$ cat src/hw/conv_seq_pkg.sv
// shared constants and types for the conversion clock and state sequencer
package conv_seq_pkg;

  // core clock
  localparam int CLK_PERIOD_NS = 10;

  // conversion length in conversion clock ticks, and internal tick rate
  localparam logic [15:0] CONV_TICKS = 16'hA04C;
  localparam int CONV_INT_NS = 147000000;
  localparam int INT_TICK_CYC = CONV_INT_NS / (CLK_PERIOD_NS * 41036);

  // serial output word
  localparam int RESULT_W = 17;
  localparam int WORD_W = 24;
  localparam logic [4:0] LAST_BIT = 5'h17;
  localparam logic [3:0] PAD_BITS = 4'h0;

  // internally generated serial clock
  localparam int DOUT_INT_NS = 620000;
  localparam int SCK_HALF_INT_CYC = DOUT_INT_NS / (CLK_PERIOD_NS * 24 * 2);
  localparam logic [10:0] SCK_HALF_EXT_TICKS = 11'h004;

  // power-on reset and clock-presence window
  localparam int POR_NS = 4000000;
  localparam int POR_CYC_DEF = POR_NS / CLK_PERIOD_NS;
  localparam int DET_MIN_HZ = 10000;
  localparam int DET_WINDOW_NS = 150000;
  localparam int DET_CYC_DEF = DET_WINDOW_NS / CLK_PERIOD_NS;
  localparam logic [1:0] DET_EDGES_NEEDED = 2'h2;

  // calibration slot at the start of each conversion
  localparam logic [15:0] CAL_TICKS = 16'h0400;

  // counter widths
  localparam int POR_W = 19;
  localparam int DET_W = 14;
  localparam int DIV_W = 11;

  // sequencer states, gray along por, convert, sleep, data out
  typedef enum logic [1:0] {
    ST_POR = 2'h2,
    ST_CONVERT = 2'h0,
    ST_SLEEP = 2'h1,
    ST_DOUT = 2'h3
  } seq_state_t;

  typedef enum logic {
    SCK_EXTERNAL = 1'b0,
    SCK_INTERNAL = 1'b1
  } sck_mode_t;

  // pins arriving from outside the core clock domain
  typedef struct packed {
    logic cs_n;
    logic sck;
    logic rej;
  } pin_in_t;

  localparam pin_in_t PIN_IDLE = 3'h6;

  // serial pin drive
  typedef struct packed {
    logic sdo;
    logic sdo_oe_n;
    logic sck;
    logic sck_oe_n;
  } serial_out_t;

  // sequencer status toward the analog core
  typedef struct packed {
    seq_state_t state;
    logic osc_en;
    logic ext_sel;
    logic por_active;
    logic cal_active;
    logic suspect;
    logic conv_start;
  } seq_status_t;

endpackage

$ cat src/hw/conv_sequencer.sv
// conversion clock selection, state timing and power-on sequencing
// Operation
// - toggling rejection pin selects external clock, oscillator off
// - no external clock means internal oscillator mode
// - source change in sleep or external readout harmless
// - mid-conversion change spoils only that one result
// - internal serial clock keeps valid data across change
// - internal clock conversion lasts 147 ms
// - sleep persists while chip select stays high
// - internal readout at most 24 cycles, 0.62 ms
// - calibration inside each conversion, timing unchanged
// - exactly one output word per conversion
// - power-on reset lasts about 4 ms
// - power-on reset clears every register and mode
// - after power-on reset convert, sleep, output in order
// - static rejection pin level selects internal oscillator
// - external serial clock: sleep until first rising serial edge, select low
// - 24th falling serial edge starts new conversion
// - select rising during readout aborts, starts conversion
`timescale 1ns/1ps
module conv_sequencer #(
  parameter logic [15:0] CONV_LEN = conv_seq_pkg::CONV_TICKS,
  parameter logic [conv_seq_pkg::POR_W-1:0] POR_CYC =
    conv_seq_pkg::POR_W'(conv_seq_pkg::POR_CYC_DEF),
  parameter logic [conv_seq_pkg::DET_W-1:0] DET_CYC =
    conv_seq_pkg::DET_W'(conv_seq_pkg::DET_CYC_DEF)
) (
  input wire logic core_clk_i,
  input wire logic rst_n_i,
  input conv_seq_pkg::pin_in_t pins_i,
  input wire logic [conv_seq_pkg::RESULT_W-1:0] conv_result_i,
  output conv_seq_pkg::serial_out_t serial_o,
  output conv_seq_pkg::seq_status_t status_o
);
  import conv_seq_pkg::*;

  typedef struct packed {
    pin_in_t s1;
    pin_in_t s2;
    pin_in_t s3;
    seq_state_t state;
    sck_mode_t mode;
    logic ext_sel;
    logic osc_en;
    logic [1:0] det_edges;
    logic [DET_W-1:0] det_cnt;
    logic [DIV_W-1:0] tick_div;
    logic [15:0] conv_cnt;
    logic [DIV_W-1:0] sck_div;
    logic [4:0] bit_cnt;
    logic [WORD_W-1:0] shreg;
    logic [POR_W-1:0] por_cnt;
    logic por_active;
    logic cal;
    logic suspect;
    logic conv_start;
    logic sdo;
    logic sdo_oe_n;
    logic sck;
    logic sck_oe_n;
  } seq_regs_t;

  localparam seq_regs_t REGS_RESET = '{
    s1: PIN_IDLE, s2: PIN_IDLE, s3: PIN_IDLE,
    state: ST_POR, mode: SCK_EXTERNAL,
    ext_sel: 1'b0, osc_en: 1'b1, det_edges: 2'h0,
    det_cnt: '0, tick_div: '0, conv_cnt: 16'h0000, sck_div: '0,
    bit_cnt: 5'h00, shreg: '0, por_cnt: '0, por_active: 1'b1,
    cal: 1'b0, suspect: 1'b0, conv_start: 1'b0,
    sdo: 1'b1, sdo_oe_n: 1'b1, sck: 1'b0, sck_oe_n: 1'b1
  };

  seq_regs_t st_reg;
  seq_regs_t st_next;

  // edges seen on the synchronised pins; stage one is never read here
  logic rej_rise;
  logic cs_fall;
  logic cs_rise;
  logic sck_rise;
  logic sck_fall;
  logic conv_tick;
  logic src_change;
  logic conv_last;
  logic int_sck_edge;

  assign rej_rise = st_reg.s2.rej & ~st_reg.s3.rej;
  assign cs_fall = ~st_reg.s2.cs_n & st_reg.s3.cs_n;
  assign cs_rise = st_reg.s2.cs_n & ~st_reg.s3.cs_n;
  assign sck_rise = st_reg.s2.sck & ~st_reg.s3.sck;
  assign sck_fall = ~st_reg.s2.sck & st_reg.s3.sck;

  // one conversion clock tick: external edge or divided core clock
  assign conv_tick = st_reg.ext_sel ? rej_rise :
    (st_reg.tick_div == DIV_W'(INT_TICK_CYC - 1));
  assign src_change = st_next.ext_sel != st_reg.ext_sel;
  assign conv_last = conv_tick && (st_reg.conv_cnt == CONV_LEN - 16'h0001);

  // internal serial clock half period; >= so a source swap never overruns
  assign int_sck_edge = st_reg.ext_sel ?
    (conv_tick && st_reg.sck_div >= SCK_HALF_EXT_TICKS - 11'h001) :
    (st_reg.sck_div >= DIV_W'(SCK_HALF_INT_CYC - 1));

  always_comb begin
    st_next = st_reg;
    st_next.s1 = pins_i;
    st_next.s2 = st_reg.s1;
    st_next.s3 = st_reg.s2;
    st_next.conv_start = 1'b0;

    // presence detector: two edges, each inside the window, mean a clock
    if (rej_rise) begin
      st_next.det_cnt = '0;
      if (st_reg.det_edges != DET_EDGES_NEEDED) begin
        st_next.det_edges = st_reg.det_edges + 2'h1;
      end
    end else if (st_reg.det_cnt >= DET_CYC) begin
      st_next.det_edges = 2'h0;
    end else begin
      st_next.det_cnt = st_reg.det_cnt + DET_W'(1);
    end
    st_next.ext_sel = (st_next.det_edges == DET_EDGES_NEEDED);
    st_next.osc_en = ~st_next.ext_sel;

    // internal tick divider runs only while the oscillator is in use
    if (st_reg.ext_sel || conv_tick) begin
      st_next.tick_div = '0;
    end else begin
      st_next.tick_div = st_reg.tick_div + DIV_W'(1);
    end

    // serial mode is chosen by the serial clock level at select fall
    if (cs_fall) begin
      st_next.mode = st_reg.s2.sck ? SCK_INTERNAL : SCK_EXTERNAL;
    end

    case (st_reg.state)
      ST_POR: begin
        st_next.por_cnt = st_reg.por_cnt + POR_W'(1);
        if (st_reg.por_cnt == POR_CYC - POR_W'(1)) begin
          st_next.state = ST_CONVERT;
          st_next.por_active = 1'b0;
          st_next.conv_start = 1'b1;
          st_next.conv_cnt = 16'h0000;
          st_next.mode = st_reg.s2.sck ? SCK_INTERNAL : SCK_EXTERNAL;
        end
      end
      ST_CONVERT: begin
        // a swap mid-conversion flags only this word; count restarts next
        if (src_change) begin
          st_next.suspect = 1'b1;
        end
        if (conv_last) begin
          st_next.state = ST_SLEEP;
          st_next.shreg = {3'b000, conv_result_i, PAD_BITS};
          st_next.cal = 1'b0;
        end else if (conv_tick) begin
          st_next.conv_cnt = st_reg.conv_cnt + 16'h0001;
          // calibration rides inside the fixed tick count
          st_next.cal = (st_next.conv_cnt < CAL_TICKS);
        end
      end
      ST_SLEEP: begin
        // a source change here is harmless: nothing is being timed
        if (!st_reg.s2.cs_n) begin
          if (st_next.mode == SCK_INTERNAL) begin
            st_next.state = ST_DOUT;
            st_next.sck_div = '0;
            st_next.bit_cnt = 5'h00;
          end else if (sck_rise) begin
            st_next.state = ST_DOUT;
            st_next.bit_cnt = 5'h00;
          end
        end
      end
      ST_DOUT: begin
        if (cs_rise) begin
          st_next.state = ST_CONVERT;
        end else if (st_reg.mode == SCK_EXTERNAL) begin
          if (sck_fall) begin
            st_next.shreg = {st_reg.shreg[WORD_W-2:0], 1'b1};
            st_next.bit_cnt = st_reg.bit_cnt + 5'h01;
            if (st_reg.bit_cnt == LAST_BIT) begin
              st_next.state = ST_CONVERT;
            end
          end
        end else begin
          if (st_reg.ext_sel ? conv_tick : 1'b1) begin
            st_next.sck_div = st_reg.sck_div + DIV_W'(1);
          end
          if (int_sck_edge) begin
            st_next.sck_div = '0;
            st_next.sck = ~st_reg.sck;
            if (st_reg.sck) begin
              st_next.shreg = {st_reg.shreg[WORD_W-2:0], 1'b1};
              st_next.bit_cnt = st_reg.bit_cnt + 5'h01;
              if (st_reg.bit_cnt == LAST_BIT) begin
                st_next.state = ST_CONVERT;
              end
            end
          end
        end
        if (st_next.state == ST_CONVERT) begin
          st_next.conv_start = 1'b1;
          st_next.conv_cnt = 16'h0000;
          st_next.suspect = 1'b0;
          st_next.sck = 1'b0;
          st_next.bit_cnt = 5'h00;
        end
      end
      default: begin
        st_next.state = ST_POR;
      end
    endcase

    // pin drive: data hidden while deselected, eoc high while converting
    st_next.sdo_oe_n = st_reg.s2.cs_n;
    st_next.sdo = (st_next.state == ST_CONVERT || st_next.state == ST_POR) ?
      1'b1 : st_next.shreg[WORD_W-1];
    st_next.sck_oe_n = ~(st_next.mode == SCK_INTERNAL && !st_reg.s2.cs_n &&
      st_next.state != ST_POR);
  end

  // power-valid reset clears every field to a constant
  always_ff @(posedge core_clk_i or negedge rst_n_i) begin
    if (!rst_n_i) begin
      st_reg <= REGS_RESET;
    end else begin
      st_reg <= st_next;
    end
  end

  assign serial_o = '{sdo: st_reg.sdo, sdo_oe_n: st_reg.sdo_oe_n,
    sck: st_reg.sck, sck_oe_n: st_reg.sck_oe_n};
  assign status_o = '{state: st_reg.state, osc_en: st_reg.osc_en,
    ext_sel: st_reg.ext_sel, por_active: st_reg.por_active,
    cal_active: st_reg.cal, suspect: st_reg.suspect,
    conv_start: st_reg.conv_start};
endmodule // conv_sequencer

$ cat config.mk
export PLATFORM = sky130hd
export DESIGN_NAME = conv_sequencer
export DESIGN_NICKNAME = d
export VERILOG_FILES = /design/src/hw/conv_seq_pkg.sv /design/src/hw/conv_sequencer.sv
export SDC_FILE = /design/constraint.sdc
export NUM_CORES = 1
export LEC_CHECK = 0
export BUFFER_PORTS_ARGS = -buffer_cell sky130_fd_sc_hd__buf_4
export CAP_MARGIN = 20
export CORE_ASPECT_RATIO = 1.1
export CORE_UTILIZATION = 61
export DETAILED_ROUTE_END_ITERATION = 12
export HOLD_SLACK_MARGIN = 0.06
export PLACE_DENSITY = 0.87
export SLEW_MARGIN = 25
export SYNTH_ARGS = -nofsm -noshare
export SYNTH_HDL_FRONTEND = slang
export SYNTH_SLANG_ARGS = --single-unit
$ cat constraint.sdc
create_clock -name core_clk_i -period 3.05 [get_ports core_clk_i]
set_input_delay 0.61 -clock core_clk_i [delete_from_list [all_inputs] [get_ports core_clk_i]]
set_output_delay 0.61 -clock core_clk_i [all_outputs]
set_load 0.05 [all_outputs]
# Yosys cells after proc, flatten, opt, wreduce, memory -nomap -nowiden
# Cells that the tools add are included.
totals:
  out_inout_bits: 12
  elab_cells: 166
  memories: 0
  latch_bits: 0
  ff_bits: 123
  ram_bits: 0
  in_bits: 22
  romBits: 0
classes:
  muxes: 56
  bitwise_logic: 13
  n_eq_ne: 33
  addsub: 7
  div: 0
  n_lt_le_gt_ge: 4
  mul: 0
  reduce_logical: 24
  shifts: 0
ops:
  columns: ["op", "count"]
  rows:
  - ["16-bit 2-to-1 mux", 6]
  - ["29-bit 2-to-1 mux", 3]
  - ["40-bit 2-to-1 mux", 2]
  - ["16-bit one-hot mux with 3 select lines", 1]
  - ["24-bit one-hot mux with 2 select lines", 1]
  - ["11-bit 2-to-1 mux", 4]
  - ["16-bit one-hot mux with 2 select lines", 1]
  - ["2-bit 2-to-1 mux", 14]
  - ["2-bit inequality test, second input constant", 13]
  - ["24-bit 2-to-1 mux", 1]
  - ["11-bit by 1-bit adder with 11-bit output, second input constant", 2]
  - ["19-bit by 1-bit adder with 19-bit output, second input constant", 1]
  - ["19-bit equality test, second input constant", 1]
  - ["3-bit inequality test, second input constant", 6]
  - ["16-bit by 1-bit adder with 16-bit output, second input constant", 1]
  - ["16-bit equality test, second input constant", 1]
  - ["16-bit by 11-bit < comparator with 1-bit output, second input constant", 1]
  - ["1-bit 2-to-1 mux", 15]
  - ["5-bit 2-to-1 mux", 3]
  - ["14-bit by 1-bit adder with 14-bit output, second input constant", 1]
  - ["14-bit >= comparator, second input constant", 1]
  - ["14-bit 2-to-1 mux", 1]
  - ["4-bit inequality test, second input constant", 3]
  - ["6-bit AND reduction", 2]
  - ["26 further kinds", 52]

# Logic depth before layout (Yosys ltp)
depth:
  ltp_word: 13
  depth_mapped: 10
  depth_no_buf: 8

# Worst setup path before layout
# No wires, ideal clock.
synth_timing:
  kind: "reg-to-reg"
  from: "reg st_reg (netlist bit status_o[7])"
  to: "reg st_reg[64] (netlist bit)"
  n_path_buf: 1
  stages_incl_launch_ff: 9
  period_less_slack_ns: 2.628
  arrival_time_ns: 2.498
  t_required_ns: 2.919
  slack_ns: 0.422
  path_cell_list: "dfstp_2 ha_1 clkbuf_1 inv_1 o22a_1 a2111oi_0 nand4_1 xor2_1 nor2_1"
synth_via:
  elab_chain_len: 3
synth_lines:
  columns: ["item", "line", "text"]
  rows:
  - ["start: declaration", "conv_sequencer.sv:73", "seq_regs_t st_reg;"]
  - ["start signal: assignment", "conv_sequencer.sv:229", "st_reg <= st_next;"]
  - ["2-bit equality test or 2-bit by 1-bit equality test with 1-bit output (tied branches)", "conv_sequencer.sv:137", "case (st_reg.state)"]
  - ["3-bit inequality test (no line), or another cell as far along", null, null]
  - ["6-bit AND reduction (no line)", null, null]
# Several ways; a longest one is shown, not always the timed one.
# A chain may end at the register's enable or synchronous reset.

# Worst setup path after layout
layout_timing:
  from: "reg st_reg[18] (netlist bit)"
  to: "reg st_reg[79] (netlist bit)"
layout_via:
  elab_chain_len: 3
layout_lines:
  columns: ["item", "line", "text"]
  rows:
  - ["19-bit equality test", "conv_sequencer.sv:140", "if (st_reg.por_cnt == POR_CYC - POR_W'(1)) begin"]
  - ["2-bit inequality test (no line)", null, null]
  - ["5-bit AND reduction (no line)", null, null]
# Every way passes these cells.

==> metrics.txt <==
status=finished clean; Slew Limit Fails=0; CP max-delay cell=or3_2; Most used DFF post-synth=dfrtp_1; Critical Path RT=3.47 ns; GRT Total Usage=28.5%; fin crit share=96.1%; Port-buffer cells=33; antenna-violating nets left=0; die area=10900 um^2; pwr dens=612 nW/um^2; latest clock arrival within the worst-skew pair=0.53 ns; number of max-cap violations=0; RSZ-0062 raised after global routing=no; Max Clk Rate=341 MHz; post-route clock skew=0.00672 ns; CP Class=flop to flop; fraction of layout cells with a size suffix above 1=17.2%; initial antenna violation count=0; Least-Margin Pin Slew=1.00 ns; Sink Count=123; worst setup margin=0.118 ns; Mapped Cells=637; Pwr Total=4.53 mW; crit path cell chain=or4_1, or4_4, o21ai_2, nand3b_4, or3_2, o41ai_2; drt drc=0; Synth Cell Area=6410 um^2; fin util=73.8%; diode count=0; Post-Place Setup Slack=0.105 ns; max-slew headroom at the worst pin=31.4%; Arr. time, crit path=3.35 ns; min-delay worst type=primary input to async pin; final hold vios=0; Layout fillers=653; Die Y=109 um; first-pass GRT wire length=23900 um; routing usage on met3=6.10%; CTS Root Cell=clkbuf_8; vias per cell=6.27; Hold WS=0.129 ns; vias in the first global route=5044; Die W=99.7 um; largest net degree at the start of global routing=57; DR vias=5143; Pleak=3.29 nW; Total Routed Length=14600 um; Synth warnings=0; Clock transition at path regs=0.06 ns; row cnt=38; setup TNS=0 ns; total grt overflow=0; GR Util met1=35.0%; Post-Synthesis Net Count=674; Seq cells post-synth=123; number of distinct library cells after synthesis=73; final setup vio count=0; Starting DRT DRC Count=412; DRT Pass-1 Iters=5; # hold bufs at CTS=0; Post-synth ARST share=100%; synthesized area per cell=10.1 um^2; io pins=34; crit end category=flop; routing usage on met2=47.9%; Largest stage delay, worst path=0.63 ns; Post-synth EDFFs=0; area grow syn2layout=15.5%; gpl congestion=0.915; r2r setup slk=0.12 ns; DP HPWL=9240 um; total core area=10000 um^2; H-tree levels=4; Starting Density=63.9%; WL/cell=17.8 um; CP Max Fanout=14; Tmin final=2.93 ns; Setup crit start kind=flop; Top Usage Layer GRT=met2; sequential share of the synthesized area=48.3%; clk buf depth=2; Inserted Clock Buffers=17; # nets final=704; VDD IR max=409 uV; max reg flops=105; TritonCTS clock tree=done
==> repair_timing <==
action | CTS | global route
setup endpoints to repair | 0 | 37
buffers inserted | 0 | 0
resized for setup | 0 | 4
==> where the power goes <==
| group | internal, mW | switching (mW) |
|---|---|---|
| combinational | 0.206 | 0.345 |
| clock | 1.39 | 0.732 |
| sequential | 1.75 | 0.117 |
| total | 3.34 | 1.19 |
==> critical path, delay by kind of cell, from the launching register on <==
kind               cells  cell delay (ns)
AOI/OAI and AO/OA      2             0.58
DFF                    1             0.42
and+or+nand+nor        4             1.81
==> final cells by class <==
cell class	count	area, um^2	area share, %
repair buffers	49	380	5.14
clock buffers	20	455	6.15
multi-input cells	448	3020	40.9
well taps	140	175	2.37
flip-flops and latches	123	3090	41.8
inverters	28	105	1.42
clock inverters	12	169	2.28
==> placed cells by master (no fill, tap or decap), drive strengths merged, types with 12 or more instances in the layout <==
cell      n
o31ai    23
dfrtp   112
inv      28
xnor2    23
a221o    17
nand4    13
nand2b   12
nand2    54
clkbuf   20
and2     20
ha       15
nand3    36
nor2     56
o21ai    20
a21oi    12
buf      49
xor2     24
==> stage by stage <==
stage | std cells | cell area [um^2]
finish | 820 | 7400
global route | 820 | 7400
CTS | 820 | 7390
detailed placement | 788 | 6760
global placement | 788 | 6760
floorplan | 637 | 6410
==> cells by family (layout without fill, tap and decap cells) <==
group	after synthesis	count (layout)	share of synthesized area, %
muxes	3	3	0.508
DFF	123	123	48.3
AOI/OAI and AO/OA	135	135	16.8
adders and majority gates	15	15	2.93
xor gates and xnor gates	47	47	6.43
and+or+nand+nor	248	248	20.3
buffers and inverters	66	109	4.77
==> path summary, 6_finish.rpt <==
check | start | endpoint | depth (start not counted)
min in group core_clk_i | pins_i[0] | st_next[118] | 1
max reg2reg | st_reg[18] | st_reg[79] | 6
max in group asynchronous | rst_n_i | st_next[2] | 2
min | rst_n_i | st_reg[17] | 1
max | st_reg[18] | st_reg[79] | 6
min reg2reg | st_next[119] | st_next[116] | 0
==> metal layers <==
metal | up-vias | part of all wire (%)
met5 | - | 0
met4 | 0 | 2.8
met3 | 41 | 5.3
met2 | 187 | 50
met1 | 2562 | 42
li1 | 2353 | -
==> synthesized netlist by cell type (3+ instances only) <==
library cell  instances  area share [%]
o211ai_1              7            0.82
xor2_1               24             3.3
and3_1                7            0.68
nand2_1              54             3.2
a21o_1                6            0.70
ha_1                 15             2.9
buf_1                 4            0.23
and2_0                3            0.29
a22o_1                6            0.82
a21oi_1              12            0.94
xnor2_1              23             3.1
nand2b_1             12             1.2
nand4_1              13             1.3
dfrtp_1             112              44
a221o_1              17             2.7
o41ai_1               3            0.41
nor3b_1               3            0.35
nor2_1               56             3.3
clkbuf_1             17             1.0
buf_4                12             1.4
o31ai_2               4            0.78
buf_2                 4            0.31
and2_1               17             1.7
a211oi_1              4            0.47
and4_1                6            0.82
nor2b_1               3            0.29
a31oi_1               5            0.49
dfstp_2              11             4.5
or4b_2                3            0.47
inv_1                28             1.6
nor4_1                4            0.39
nor3_1               11            0.86
o21ai_0              17             1.3
o22ai_1               6            0.59
nand3_1              36             2.8
nand3b_1              3            0.35
o31ai_1              17             2.0
or4_1                 4            0.47
(Power assumes the default switching activity.)
